### src/hw/ast_pkg.sv
// Shared constants and types of the asynchronous serial transceiver.
// Assumes one 40 MHz clock and an 8-bit register port with 3 address bits.
package ast_pkg;

    // ========================================================
    // Register map
    localparam logic [2:0] AST_ADDR_STATUS = 3'h0;
    localparam logic [2:0] AST_ADDR_CTRL1 = 3'h1;
    localparam logic [2:0] AST_ADDR_CTRL2 = 3'h2;
    localparam logic [2:0] AST_ADDR_BAUD = 3'h3;
    localparam logic [2:0] AST_ADDR_DATA = 3'h4;
    localparam logic [7:0] AST_CTRL_RESET = 8'h00;
    localparam logic [7:0] AST_BAUD_RESET = 8'h00;
    localparam logic [7:0] AST_READ_NONE = 8'h00;

    // ========================================================
    // Bit timing: sixteen baud ticks per bit, majority of three samples
    localparam logic [3:0] AST_OVS_LAST = 4'hf;
    localparam logic [3:0] AST_MID_A = 4'h7;
    localparam logic [3:0] AST_MID_B = 4'h8;
    localparam logic [3:0] AST_MID_C = 4'h9;
    localparam logic [3:0] AST_LAST_BIT_8 = 4'h7;
    localparam logic [3:0] AST_LAST_BIT_9 = 4'h8;

    // ========================================================
    // Receive buffer
    localparam int AST_FIFO_DEPTH = 2;
    localparam logic [1:0] AST_FIFO_FULL = 2'h2;

    // ========================================================
    // Register layouts, most significant field first
    typedef struct packed {
        logic serial_unit_enable;
        logic nine_bits;
        logic parity_en;
        logic parity_odd;
        logic two_stops;
        logic send_break;
        logic rx_bit8;
        logic tx_bit8;
    } ast_ctrl1_type;

    typedef struct packed {
        logic transmitter_enable_bit;
        logic receiver_enable_bit;
        logic fast_baud;
        logic addr_detect;
        logic wake_en;
        logic rx_int_en;
        logic idle_int_en;
        logic empty_int_en;
    } ast_ctrl2_type;

    typedef struct packed {
        logic [3:0] err_flags;
        logic rx_quiet_flag;
        logic rx_buffer_full_flag;
        logic tx_complete_flag;
        logic tx_buffer_empty_flag;
    } ast_status_type;

    typedef struct packed {
        logic bit8;
        logic [7:0] data;
    } ast_char_type;

    typedef enum logic [4:0] {
        AST_S_IDLE = 5'h01,
        AST_S_START = 5'h02,
        AST_S_DATA = 5'h04,
        AST_S_PAR = 5'h08,
        AST_S_STOP = 5'h10
    } ast_state_type;

endpackage : ast_pkg

### src/hw/ast_baud_gen.sv
// Baud generator: one-cycle tick every (divisor + 1) clocks.
// Assumes divisor comes from a register on the same clock.
`timescale 1ns/100ps
module ast_baud_gen
    import ast_pkg::*;
(
    input wire logic ref_clk,
    input wire logic reset,
    input wire logic enable,
    input wire logic [7:0] divisor,
    output logic tick
);

    logic [7:0] count;

    always_ff @(posedge ref_clk or posedge reset)
    begin
        if (reset)
        begin
            count <= '0;
            tick <= 1'b0;
        end
        else if (!enable)
        begin
            count <= '0;
            tick <= 1'b0;
        end
        else if (count == '0)
        begin
            count <= divisor;
            tick <= 1'b1;
        end
        else
        begin
            count <= count - 8'h01;
            tick <= 1'b0;
        end
    end

endmodule : ast_baud_gen

### src/hw/ast_serial_top.sv
// Asynchronous serial transceiver with register port and pin control.
// Assumes rx_pin is asynchronous and the register master is on ref_clk.
`timescale 1ns/100ps
module ast_serial_top
    import ast_pkg::*;
(
    input wire logic ref_clk,
    input wire logic reset,
    input wire logic [2:0] bus_addr,
    input wire logic [7:0] bus_wdata,
    input wire logic bus_wr,
    input wire logic bus_rd,
    output logic [7:0] bus_rdata,
    input wire logic rx_pin,
    output logic tx_pin,
    output logic tx_oe_n,
    output logic rx_pin_sel,
    output logic irq,
    output logic wake_req
);

    ast_ctrl1_type ctrl1;
    ast_ctrl2_type ctrl2;
    ast_status_type status_now;
    ast_state_type tx_state;
    ast_state_type rx_state;
    ast_char_type hold;
    ast_char_type fifo_mem [AST_FIFO_DEPTH];
    ast_char_type head;
    logic [7:0] baud_div;
    logic baud_tick;
    logic tx_run, rx_run, data_wr, data_rd, status_rd, armed;
    logic hold_full, tx_load, tx_bit_end, tx_par, tx_stop2;
    logic [3:0] tx_sub, tx_bitn, rx_sub, rx_bitn, last_idx;
    logic [8:0] tx_shift, rx_shift;
    logic rx_s1, rx_s2, rx_s3, rx_line;
    logic [2:0] rx_smp;
    logic bit_val, bit_noisy, rx_bit_end, rx_noisy, rx_ferr, rx_parbit;
    logic rx_done, rx_keep, rx_par_bad, push, pop, overrun_set;
    logic fifo_wp, fifo_rp;
    logic [1:0] fifo_count;
    logic [3:0] err_flags, err_set;
    logic err_clr;

    // ========================================================
    // Register port
    assign data_wr = bus_wr && bus_addr == AST_ADDR_DATA;
    assign data_rd = bus_rd && bus_addr == AST_ADDR_DATA;
    assign status_rd = bus_rd && bus_addr == AST_ADDR_STATUS;
    assign tx_run = ctrl1.serial_unit_enable && ctrl2.transmitter_enable_bit;
    assign rx_run = ctrl1.serial_unit_enable && ctrl2.receiver_enable_bit;
    assign last_idx = ctrl1.nine_bits ? AST_LAST_BIT_9 : AST_LAST_BIT_8;

    always_ff @(posedge ref_clk or posedge reset)
    begin
        if (reset)
        begin
            ctrl1 <= AST_CTRL_RESET;
            ctrl2 <= AST_CTRL_RESET;
            baud_div <= AST_BAUD_RESET;
        end
        else if (bus_wr)
        begin
            // The received ninth bit is read-only and lives in the buffer.
            if (bus_addr == AST_ADDR_CTRL1)
                ctrl1 <= bus_wdata & ~8'h02;
            if (bus_addr == AST_ADDR_CTRL2)
                ctrl2 <= bus_wdata;
            if (bus_addr == AST_ADDR_BAUD)
                baud_div <= bus_wdata;
        end
    end

    always_ff @(posedge ref_clk or posedge reset)
    begin
        if (reset)
            bus_rdata <= AST_READ_NONE;
        else if (!bus_rd)
            bus_rdata <= AST_READ_NONE;
        else
        begin
            case (bus_addr)
                AST_ADDR_STATUS: bus_rdata <= status_now;
                AST_ADDR_CTRL1: bus_rdata <= {ctrl1[7:2], head.bit8, 1'b0};
                AST_ADDR_CTRL2: bus_rdata <= ctrl2;
                AST_ADDR_BAUD: bus_rdata <= baud_div;
                AST_ADDR_DATA: bus_rdata <= head.data;
                default: bus_rdata <= AST_READ_NONE;
            endcase
        end
    end

    ast_baud_gen u_baud (
        .ref_clk(ref_clk),
        .reset(reset),
        .enable(ctrl1.serial_unit_enable),
        .divisor(baud_div),
        .tick(baud_tick)
    );

    // ========================================================
    // Transmit holding register
    assign tx_load = tx_run && tx_state == AST_S_IDLE && hold_full
        && baud_tick && !ctrl1.send_break;

    always_ff @(posedge ref_clk or posedge reset)
    begin
        if (reset)
        begin
            hold_full <= 1'b0;
            hold <= '0;
        end
        else if (!tx_run)
            hold_full <= 1'b0;
        else if (data_wr)
        begin
            // A write beside a load wins: the old byte goes to the shifter.
            hold_full <= 1'b1;
            hold <= {ctrl1.tx_bit8, bus_wdata};
        end
        else if (tx_load)
            hold_full <= 1'b0;
    end

    // ========================================================
    // Transmit shifter
    assign tx_bit_end = baud_tick && tx_sub == AST_OVS_LAST;

    always_ff @(posedge ref_clk or posedge reset)
    begin
        if (reset)
        begin
            tx_state <= AST_S_IDLE;
            tx_sub <= '0;
            tx_bitn <= '0;
            tx_shift <= '0;
            tx_par <= 1'b0;
            tx_stop2 <= 1'b0;
            tx_pin <= 1'b1;
        end
        else if (!tx_run)
        begin
            tx_state <= AST_S_IDLE;
            tx_pin <= 1'b1;
        end
        else
        begin
            if (tx_state == AST_S_IDLE)
                tx_sub <= '0;
            else if (baud_tick)
                tx_sub <= tx_sub + 4'h1;
            case (tx_state)
                AST_S_IDLE:
                begin
                    tx_pin <= !ctrl1.send_break;
                    if (tx_load)
                    begin
                        tx_shift <= {hold.bit8 & ctrl1.nine_bits, hold.data};
                        tx_par <= ^{hold.bit8 & ctrl1.nine_bits, hold.data}
                            ^ ctrl1.parity_odd;
                        tx_state <= AST_S_START;
                        tx_pin <= 1'b0;
                    end
                end
                AST_S_START:
                    if (tx_bit_end)
                    begin
                        tx_state <= AST_S_DATA;
                        tx_bitn <= '0;
                        tx_pin <= tx_shift[0];
                    end
                AST_S_DATA:
                    if (tx_bit_end && tx_bitn == last_idx)
                    begin
                        tx_state <= ctrl1.parity_en ? AST_S_PAR : AST_S_STOP;
                        tx_pin <= !ctrl1.parity_en || tx_par;
                        tx_stop2 <= 1'b0;
                    end
                    else if (tx_bit_end)
                    begin
                        tx_shift <= tx_shift >> 1;
                        tx_pin <= tx_shift[1];
                        tx_bitn <= tx_bitn + 4'h1;
                    end
                AST_S_PAR:
                    if (tx_bit_end)
                    begin
                        tx_state <= AST_S_STOP;
                        tx_pin <= 1'b1;
                    end
                AST_S_STOP:
                    if (tx_bit_end && ctrl1.two_stops && !tx_stop2)
                        tx_stop2 <= 1'b1;
                    else if (tx_bit_end)
                        tx_state <= AST_S_IDLE;
                default:
                    tx_state <= AST_S_IDLE;
            endcase
        end
    end

    // ========================================================
    // Receive pin synchroniser; a change counts once stages two and three
    // agree, which also swallows a single-cycle glitch.
    always_ff @(posedge ref_clk or posedge reset)
    begin
        if (reset)
        begin
            rx_s1 <= 1'b1;
            rx_s2 <= 1'b1;
            rx_s3 <= 1'b1;
            rx_line <= 1'b1;
        end
        else
        begin
            rx_s1 <= rx_pin;
            rx_s2 <= rx_s1;
            rx_s3 <= rx_s2;
            if (rx_s2 == rx_s3)
                rx_line <= rx_s3;
        end
    end

    // ========================================================
    // Receive shifter
    assign rx_bit_end = baud_tick && rx_sub == AST_OVS_LAST;
    assign bit_val = (rx_smp[0] & rx_smp[1]) | (rx_smp[0] & rx_smp[2])
        | (rx_smp[1] & rx_smp[2]);
    assign bit_noisy = !(&rx_smp) && |rx_smp;

    always_ff @(posedge ref_clk or posedge reset)
    begin
        if (reset)
        begin
            rx_state <= AST_S_IDLE;
            rx_sub <= '0;
            rx_bitn <= '0;
            rx_smp <= '0;
            rx_shift <= '0;
            rx_noisy <= 1'b0;
            rx_ferr <= 1'b0;
            rx_parbit <= 1'b0;
            rx_done <= 1'b0;
        end
        else if (!rx_run)
        begin
            rx_state <= AST_S_IDLE;
            rx_done <= 1'b0;
        end
        else
        begin
            rx_done <= 1'b0;
            if (rx_state == AST_S_IDLE)
                rx_sub <= '0;
            else if (baud_tick)
                rx_sub <= rx_sub + 4'h1;
            if (baud_tick && rx_sub == AST_MID_A)
                rx_smp[0] <= rx_line;
            if (baud_tick && rx_sub == AST_MID_B)
                rx_smp[1] <= rx_line;
            if (baud_tick && rx_sub == AST_MID_C)
                rx_smp[2] <= rx_line;
            case (rx_state)
                AST_S_IDLE:
                    if (baud_tick && !rx_line)
                        rx_state <= AST_S_START;
                AST_S_START:
                    if (rx_bit_end)
                    begin
                        // A high majority means a glitch, not a start bit.
                        rx_state <= bit_val ? AST_S_IDLE : AST_S_DATA;
                        rx_bitn <= '0;
                        rx_noisy <= bit_noisy;
                    end
                AST_S_DATA:
                    if (rx_bit_end)
                    begin
                        rx_shift <= {bit_val, rx_shift[8:1]};
                        rx_noisy <= rx_noisy | bit_noisy;
                        if (rx_bitn == last_idx)
                            rx_state <= ctrl1.parity_en ? AST_S_PAR
                                : AST_S_STOP;
                        else
                            rx_bitn <= rx_bitn + 4'h1;
                    end
                AST_S_PAR:
                    if (rx_bit_end)
                    begin
                        rx_parbit <= bit_val;
                        rx_noisy <= rx_noisy | bit_noisy;
                        rx_state <= AST_S_STOP;
                    end
                AST_S_STOP:
                    if (rx_bit_end)
                    begin
                        // Only the first stop bit is checked on receive.
                        rx_ferr <= !bit_val;
                        rx_noisy <= rx_noisy | bit_noisy;
                        rx_done <= 1'b1;
                        rx_state <= AST_S_IDLE;
                    end
                default:
                    rx_state <= AST_S_IDLE;
            endcase
        end
    end

    // ========================================================
    // Receive buffer and flags
    assign rx_keep = !(ctrl2.addr_detect && !rx_shift[8]);
    assign rx_par_bad = ctrl1.parity_en && (ctrl1.parity_odd ^ rx_parbit
        ^ (^(ctrl1.nine_bits ? rx_shift : {1'b0, rx_shift[8:1]})));
    assign overrun_set = rx_done && rx_keep
        && (fifo_count == AST_FIFO_FULL || err_flags[0]);
    assign push = rx_done && rx_keep && !overrun_set;
    assign pop = data_rd && fifo_count != '0;
    assign head = fifo_mem[fifo_rp];

    always_ff @(posedge ref_clk or posedge reset)
    begin
        if (reset)
        begin
            fifo_wp <= 1'b0;
            fifo_rp <= 1'b0;
            fifo_count <= '0;
            fifo_mem[0] <= '0;
            fifo_mem[1] <= '0;
        end
        else
        begin
            if (push)
            begin
                fifo_mem[fifo_wp].data <= ctrl1.nine_bits ? rx_shift[7:0]
                    : rx_shift[8:1];
                fifo_mem[fifo_wp].bit8 <= ctrl1.nine_bits & rx_shift[8];
                fifo_wp <= !fifo_wp;
            end
            if (pop)
                fifo_rp <= !fifo_rp;
            if (push && !pop)
                fifo_count <= fifo_count + 2'h1;
            else if (pop && !push)
                fifo_count <= fifo_count - 2'h1;
        end
    end

    // Errors: parity, noise, framing, overrun. Noise is not flagged for a
    // character lost to overrun.
    assign err_set = {push && rx_par_bad, push && rx_noisy,
        push && rx_ferr, overrun_set};
    assign err_clr = armed && (data_rd || data_wr);

    always_ff @(posedge ref_clk or posedge reset)
    begin
        if (reset)
            armed <= 1'b0;
        else if (status_rd)
            armed <= 1'b1;
        else if (bus_rd || bus_wr)
            armed <= 1'b0;
    end

    generate
        for (genvar i = 0; i < 4; i++)
        begin : g_err
            always_ff @(posedge ref_clk or posedge reset)
            begin
                if (reset)
                    err_flags[i] <= 1'b0;
                else
                    err_flags[i] <= err_set[i]
                        || (err_flags[i] && !err_clr);
            end
        end
    endgenerate

    assign status_now.err_flags = err_flags;
    assign status_now.rx_quiet_flag = rx_state == AST_S_IDLE;
    assign status_now.rx_buffer_full_flag = fifo_count != '0;
    assign status_now.tx_buffer_empty_flag = !hold_full;
    assign status_now.tx_complete_flag = !hold_full
        && tx_state == AST_S_IDLE && !ctrl1.send_break;

    // ========================================================
    // Pins, interrupt and wake
    always_ff @(posedge ref_clk or posedge reset)
    begin
        if (reset)
        begin
            tx_oe_n <= 1'b1;
            rx_pin_sel <= 1'b0;
            irq <= 1'b0;
            wake_req <= 1'b0;
        end
        else
        begin
            tx_oe_n <= !tx_run;
            rx_pin_sel <= rx_run;
            irq <= (ctrl2.rx_int_en && (status_now.rx_buffer_full_flag
                || err_flags[0]))
                || (ctrl2.idle_int_en && status_now.tx_complete_flag)
                || (ctrl2.empty_int_en && tx_run
                && status_now.tx_buffer_empty_flag);
            wake_req <= ctrl2.wake_en && rx_run && !rx_line;
        end
    end

    // ========================================================
    // Checks
    a_start_low: assert property (@(posedge ref_clk) disable iff (reset)
        tx_load |=> !tx_pin)
        else $error("start bit not low");
    a_stop_high: assert property (@(posedge ref_clk) disable iff (reset)
        tx_state == AST_S_STOP |-> tx_pin)
        else $error("stop bit not high");
    a_fifo_bound: assert property (@(posedge ref_clk) disable iff (reset)
        push |-> fifo_count != AST_FIFO_FULL)
        else $error("push into full buffer");
    a_overrun_full: assert property (@(posedge ref_clk) disable iff (reset)
        $rose(err_flags[0]) |-> $past(fifo_count) == AST_FIFO_FULL)
        else $error("overrun while buffer not full");
    a_tx_buffer_empty_flag_enable: assert property (@(posedge ref_clk) disable iff (reset)
        $rose(tx_run) && !$past(data_wr) |-> status_now.tx_buffer_empty_flag)
        else $error("empty flag not set on enable");
    a_rx_busy: assert property (@(posedge ref_clk) disable iff (reset)
        rx_run && rx_state == AST_S_IDLE && baud_tick && !rx_line
        |=> !status_now.rx_quiet_flag)
        else $error("quiet flag high after start");
    a_err_clear: assert property (@(posedge ref_clk) disable iff (reset)
        err_clr && err_set == '0 |=> err_flags == '0)
        else $error("errors not cleared");
    a_pin_release: assert property (@(posedge ref_clk) disable iff (reset)
        !tx_run |=> tx_oe_n && tx_pin)
        else $error("tx pin not released");
    a_data_pop: assert property (@(posedge ref_clk) disable iff (reset)
        pop && !push |=> fifo_count == $past(fifo_count) - 2'h1)
        else $error("read did not pop");

endmodule : ast_serial_top

### config.mk
export PLATFORM = sky130hd
export DESIGN_NAME = ast_serial_top
export DESIGN_NICKNAME = d
export VERILOG_FILES = /design/src/hw/ast_pkg.sv /design/src/hw/ast_baud_gen.sv /design/src/hw/ast_serial_top.sv
export SDC_FILE = /design/constraint.sdc
export NUM_CORES = 1
export LEC_CHECK = 0
export BUFFER_PORTS_ARGS = -buffer_cell sky130_fd_sc_hd__buf_2
export CAP_MARGIN = 20
export CORE_AREA = 2 2 124 126
export DETAILED_ROUTE_END_ITERATION = 8
export DIE_AREA = 0 0 126 128
export PLACE_DENSITY = 0.74
export SKIP_LAST_GASP = 1
export SYNTH_ARGS = -nofsm -noshare
export SYNTH_HDL_FRONTEND = slang
export SYNTH_SLANG_ARGS = --single-unit
### constraint.sdc
create_clock -name ref_clk -period 4.9 [get_ports ref_clk]
set_clock_uncertainty 0.2 [all_clocks]
set_input_delay 0 -clock ref_clk [delete_from_list [all_inputs] [get_ports ref_clk]]
set_output_delay 0 -clock ref_clk [all_outputs]
set_load 0.01 [all_outputs]
Word-level counts from Yosys, hierarchy flattened

Cells that the tools add are included.

Flip-flop bits (word level): 139
Input port bits: 16
Word-level logic and storage cells: 315

$add $sub $neg: 7
Order comparisons: 3
Equality and inequality tests: 48
Multiplexer cells: 75
Bitwise logic cells: 13
Reductions and logical operators: 109

Operators with widths:

| kind                                                          | number |
|---|---|
| 5-bit two-way mux                                             | 15 |
| 9-bit two-way mux                                             | 8 |
| 5-bit case mux with 5 select lines                            | 2 |
| 1-bit logical AND                                             | 44 |
| 4-bit two-way mux                                             | 11 |
| 8-bit two-way mux                                             | 5 |
| 8-bit case mux with 5 select lines                            | 1 |
| 18-bit bitwise mux                                            | 2 |
| 3-bit inequality test, second input constant                  | 11 |
| 1-bit two-way mux                                             | 20 |
| 2-bit nonzero test                                            | 10 |
| 9-bit demux with 1-bit select                                 | 2 |
| 2-bit inequality test, second input constant                  | 9 |
| 9-bit case mux with 2 select lines                            | 1 |
| 2-bit AND reduction                                           | 9 |
| 9-bit XOR reduction                                           | 2 |
| 4-bit by 1-bit adder with 4-bit output, second input constant | 4 |
| 4-bit == test, second input constant                          | 4 |
| 1-bit logical NOT                                             | 16 |
| 4-bit case mux with 2 select lines                            | 2 |
| 3-bit AND reduction                                           | 5 |
| 5-bit AND reduction                                           | 3 |
| 4-bit AND reduction                                           | 3 |
| 6-bit AND reduction                                           | 2 |
| 34 further kinds                                              | 64 |

Depth between registers and ports, before layout

Word-level depth: 11
Mapped depth: 8
Depth with buffers taken out: 7

Hierarchy

Synthesis repeated with hierarchy kept, for this count alone.

Cells, all modules: 622
Area, all modules: 6952.9 µm²

Modules (own cells, without submodules):

| module         | times used | cells an instance | area an instance (µm²) |
|---|---|---|---|
| ast_serial_top | 1          | 574               | 6452.4 |
| ast_baud_gen   | 1          | 48                | 500.5 |

Worst setup path after synthesis

Ideal clock, no wire load.

Kind: reg2reg
Start: register tx_sub[0]
End: register tx_shift[0]
Arrival time: 1613 ps
Slack: 2962 ps
Stages on the path, launching flop included: 6
Clock period less this slack: 1938 ps
Cells stage by stage: dfrtp_1 > ha_1 > nand4_1 > nor4_4 > nor2_4 > mux2_4

Cells in the longest elaborated chain, start to end: 5
Elaborated cells on any way between the ends: 6

RTL lines:

| item                              | line                  | RTL |
|---|---|---|
| start, declared                   | ast_serial_top.sv:34  | `logic [3:0] tx_sub, tx_bitn, rx_sub, rx_bitn, last_idx;` |
| start signal, assigned            | ast_serial_top.sv:151 | `tx_sub <= tx_sub + 4'h1;` |
| 4-bit == test (*)                 | ast_serial_top.sv:127 | `assign tx_bit_end = baud_tick && tx_sub == AST_OVS_LAST;` |
| 1-bit logical AND (*)             | ast_serial_top.sv:127 |  |
| 1-bit logical AND                 | ast_serial_top.sv:173 | `if (tx_bit_end && tx_bitn == last_idx)` |
| 2-bit inequality test (no line)   | --                    |  |
| 5-bit AND reduction (no line) (*) | --                    |  |
| end signal, assigned              | ast_serial_top.sv:158 | `tx_shift <= {hold.bit8 & ctrl1.nine_bits, hold.data};` |
| end signal, assigned              | ast_serial_top.sv:181 | `tx_shift <= tx_shift >> 1;` |
| end, declared                     | ast_serial_top.sv:35  | `logic [8:0] tx_shift, rx_shift;` |

Mark *: on every way between the ends. The rest lies on a longest branch, timed or not.
A chain may end at the register's enable or synchronous reset.

Worst setup path in the final report

Start: register tx_state[3]
End: register tx_shift[6]

Cells in the longest elaborated chain, start to end: 7
Elaborated cells on any way between the ends: 12

RTL lines:

| item                                     | line                                         | RTL |
|---|---|---|
| start, declared                          | ast_serial_top.sv:25                         | `ast_state_type tx_state;` |
| start signal, assigned                   | ast_serial_top.sv:175                        | `tx_state <= ctrl1.parity_en ? AST_S_PAR : AST_S_STOP;` |
| 5-bit by 1-bit == test with 1-bit output | ast_serial_top.sv:103, ast_serial_top.sv:152 |  |
| 1-bit logical AND (2 in a row)           | ast_serial_top.sv:103                        | `assign tx_load = tx_run && tx_state == AST_S_IDLE && hold_full` |
| 1-bit logical AND (2 in a row)           | ast_serial_top.sv:104                        | `&& baud_tick && !ctrl1.send_break;` |
| 2-bit inequality test (no line)          | --                                           |  |
| 5-bit AND reduction (no line)            | --                                           |  |

Several ways; a longest one is shown, not always the timed one.

==> impl_summary.txt <==
----------------------------------------------------
[Place]
  Final Wtd Congestion ... between 0.8 and 0.9
  HPWL Detailed ... between 10000 and 15000 um
  Port Buffer Count ... 28

[Synthesis]
  Proportion of register bits with asynchronous set or reset after synthesis ... 1.000
  Syn Inst Count ... between 600 and 700
  Adder-cell share of the synthesized area ... 0.01916
  Warnings, synthesis ... 0
  Count of unique library cells instantiated by Yosys ... 74
  Xor/xnor cell area share of the yosys netlist ... 0.03797
  Largest family of logic cells by synthesized area ... simple AND/OR/NAND/NOR gates
  Prevailing post-synth register cell ... sky130_fd_sc_hd__dfrtp_1
  Mean Syn Cell Area ... between 10 and 15 um2
  Post-synthesis cell area ... between 0.006 and 0.007 mm2
  Sequential cell area fraction in the yosys report ... 0.5041
  Number of flops mapped to enable cells by yosys ... 0
  Flip-flop and latch count after synthesis ... roughly 140
  Post-synthesis net count ... roughly 660
  Share of cell area taken by muxes after synthesis ... 0.1311
  Compound-cell area share of the yosys netlist ... 0.1184
  Area fraction in and, or, nand and nor cells after synthesis ... 0.1631

[Drt]
  Number of search-and-repair iterations in the first detailed-routing pass ... 5
  Antenna violation net count after detailed routing ... 0
  Routed vias/inst ... between 5 and 6
  Number of violations reported at the end of detailed-routing iteration 0 ... around 400
  Wire length reported by the detailed router ... around 16000 um
  DRC errors left ... 0
  Detailed-route wire length per cell ... 18.00 um
  Total number of vias ... between 5000 and 6000

[Global route]
  First-pass GRT wire length ... about 26000 um
  All-Layer GR Usage ... 0.2018
  Via count of the first global-routing pass ... 5053
  Number of antenna violations at the first check in global routing ... 0
  Pin count of the biggest net entering global routing ... slightly below 80
  Total grt overflow ... 0

[Pwr]
  Total power draw ... about 3300 uW
  Pwr per Cell Area ... 412.5 mW/mm2
  Largest voltage drop on the vdd net ... 0.0002710 V
  Leak pwr ... 0.003607 uW

[Floorplanning]
  Number of placement rows ... between 40 and 50
  Area of the die ... approximately 0.016 mm2
  Die Y ... between 100 and 150 um
  Total I/O pin count ... 29
  Core box area ... between 0.01 and 0.015 mm2
  Initial core utilization ... 0.4656
  Chip Width ... 126 um

[Setup path]
  Required time worst endpoint ... about 5.0 ns
  Path type of the worst setup path ... reg -> reg
  Worst path arrival time ... approximately 2.6 ns
  Nature of the critical path endpoint ... flop
  Sort of element at the start of the critical path ... flop
  Largest fanout of any net on the critical path ... 15

[Clock network]
  Total of cells resized after clock tree synthesis ... 0
  Clock tree from TritonCTS ... yes
  Deepest level of the CTS H-tree ... 4
  Clock buffer count from CTS ... 17
  Root buffer cell ... sky130_fd_sc_hd__clkbuf_16
  Reg clk slew, reported paths ... 0.06 ns
  Number of sinks on the clock net ... 139
  Clk_lat worst skew ... between 0.4 and 0.5 ns
  Max Buffers Root-to-Sink ... 2

[Timing]
  Number of endpoints failing setup at the final stage ... 0
  Slew headroom ... 0.4727
  RSZ-0062 raised after global routing ... false
  Slew Viols, Final ... 0
  Hold slack ... 0.01705 ns
  Minimum clock period ... 2.531 ns
  Total Neg Setup Slack ... 0 ns
  Final count of hold timing violations ... 0
  Transition time at the pin with the least slew margin ... between 0.7 and 0.8 ns
  Fin crit share ... 0.5165
  Upper clock frequency limit ... between 0.3 and 0.4 GHz

[Layout]
  Number of nets in the layout ... 700
  Number of fill cells ... between 1000 and 1500
  Antenna diodes ... 0
  Core utilization of the finished layout ... 0.5337
  Storage cell area ... around 0.0035 mm2
  Fraction of final layout cells with drive strength greater than 1 ... 0.2122
  Relative area change from synthesis to final layout ... 14.63%
  Area of combinational cells with multiple inputs ... 0.003251 mm2

[Run]
  Number of max-cap violations ... 0

[Min path]
  Classification of the worst-slack hold path ... in -> reg

[Run status]
  Result of the run ... completed

----------------------------------------------------
-- cells by family (layout without fill, tap and decap cells) --
family | after synthesis | count (layout)
DFF | 139 | 139
muxes | 80 | 80
xor gates and xnor gates | 30 | 30
AOI/OAI and AO/OA | 119 | 119
buffers and inverters | 37 | 89
and+or+nand+nor | 220 | 220
adders and majority gates | 11 | 11
-- sequential cells by signal, summed over array words and instances (netlist names), 2 cells and up --
name	flops
rx_bitn	4
tx_bitn	4
tx_sub	4
tx_shift	9
fifo_mem	18
bus_rdata	8
rx_sub	4
ctrl2	8
fifo_count	2
baud_div	8
u_baud.count	8
rx_state	5
tx_state	5
rx_shift	9
ctrl1	7
rx_smp	3
hold	9
err_flags	4
-- timing repair --
action / in CTS / in global routing
setup buffers: 0 / 0
hold buffers: 16 / 0
hold endpoints to repair: 118 / 0
-- where the power goes --
group	internal (uW)	switching [uW]
sequential	1270	155
combinational	260	295
clock	826	468
total	2350	918
-- cell usage after synthesis, types with 5 or more instances --
library cell / number / area [um2]
sky130_fd_sc_hd__a211oi_1: 7 / 52.55
sky130_fd_sc_hd__a21oi_1: 21 / 105.1
sky130_fd_sc_hd__a22o_1: 7 / 61.31
sky130_fd_sc_hd__a22oi_1: 5 / 37.54
sky130_fd_sc_hd__a32o_1: 5 / 50.05
sky130_fd_sc_hd__and3_1: 9 / 56.30
sky130_fd_sc_hd__buf_2: 10 / 50.05
sky130_fd_sc_hd__clkbuf_1: 9 / 33.78
sky130_fd_sc_hd__dfrtp_1: 131 / 3278
sky130_fd_sc_hd__dfstp_2: 8 / 210.2
sky130_fd_sc_hd__ha_1: 9 / 112.6
sky130_fd_sc_hd__inv_1: 10 / 37.54
sky130_fd_sc_hd__mux2_2: 53 / 596.8
sky130_fd_sc_hd__mux2_4: 8 / 120.1
sky130_fd_sc_hd__mux2i_1: 19 / 190.2
sky130_fd_sc_hd__nand2_1: 75 / 281.5
sky130_fd_sc_hd__nand2b_1: 6 / 37.54
sky130_fd_sc_hd__nand3_1: 12 / 60.06
sky130_fd_sc_hd__nand4_1: 9 / 56.30
sky130_fd_sc_hd__nor2_1: 58 / 217.7
sky130_fd_sc_hd__nor2b_1: 8 / 50.05
sky130_fd_sc_hd__nor3_1: 10 / 50.05
sky130_fd_sc_hd__o21ai_0: 34 / 170.2
sky130_fd_sc_hd__xnor2_1: 22 / 192.7
sky130_fd_sc_hd__xor2_1: 8 / 70.07
-- routing by layer --
layer  global-route usage  vias to the layer above  share of wire
met4              0.07563                        0          0.018
met2               0.3416                      127           0.50
li1                     -                     2373              -
met3              0.04549                       22          0.038
met5                    0                        -              0
met1               0.2542                     2565           0.44
-- path summary, 6_finish.rpt --
path / from / end / slack [ns] / cells after the start
min reg2reg: rx_s1 / rx_s2 / 0.16 / 0
min in group asynchronous: reset / bus_rdata[1] / 0.09 / 3
max reg2reg: tx_state[3] / tx_shift[6] / 2.37 / 5
max: tx_state[3] / tx_shift[6] / 2.37 / 5
min: bus_addr[0] / bus_rdata[2] / 0.02 / 4
max in group asynchronous: reset / rx_smp[1] / 3.17 / 4
-- stage by stage --
stage | instances | area (um2) | setup WS (ns)
after detailed placement | 828 | 7172 | 2.405
after floorplan | 636 | 6920 | 0.9887
after global routing | 876 | 7933 | 2.142
final | 876 | 7933 | 2.369
after global placement | 828 | 7172 | 2.517
after CTS | 876 | 7933 | 2.389
-- critical path, stage by stage (launching register included) --
cell	delay [ns]
sky130_fd_sc_hd__dfrtp_1	0.49
sky130_fd_sc_hd__nor2_1	0.24
sky130_fd_sc_hd__nand3_1	0.52
sky130_fd_sc_hd__nor4_4	0.49
sky130_fd_sc_hd__nor2_4	0.15
sky130_fd_sc_hd__mux2_4	0.33
-- cells in the final DEF, fill, tap and decap left out, drive strengths merged, types with 13 or more instances in the layout --
cell         instances
dfrtp              131
nand2               75
nor2                61
mux2                61
o21ai               36
buf                 29
clkbuf              25
xnor2               22
a21oi               22
mux2i               19
dlygate4sd3         16
nand3               13
-- final cells by class --
type,instances,area share
flip-flops and latches,139,0.4397
multi-input cells,460,0.4098
clock buffers,25,0.06498
repair buffers,45,0.03880
well taps,188,0.02965
clock inverters,7,0.01073
inverters,12,0.006309
(Power assumes the default switching activity.)
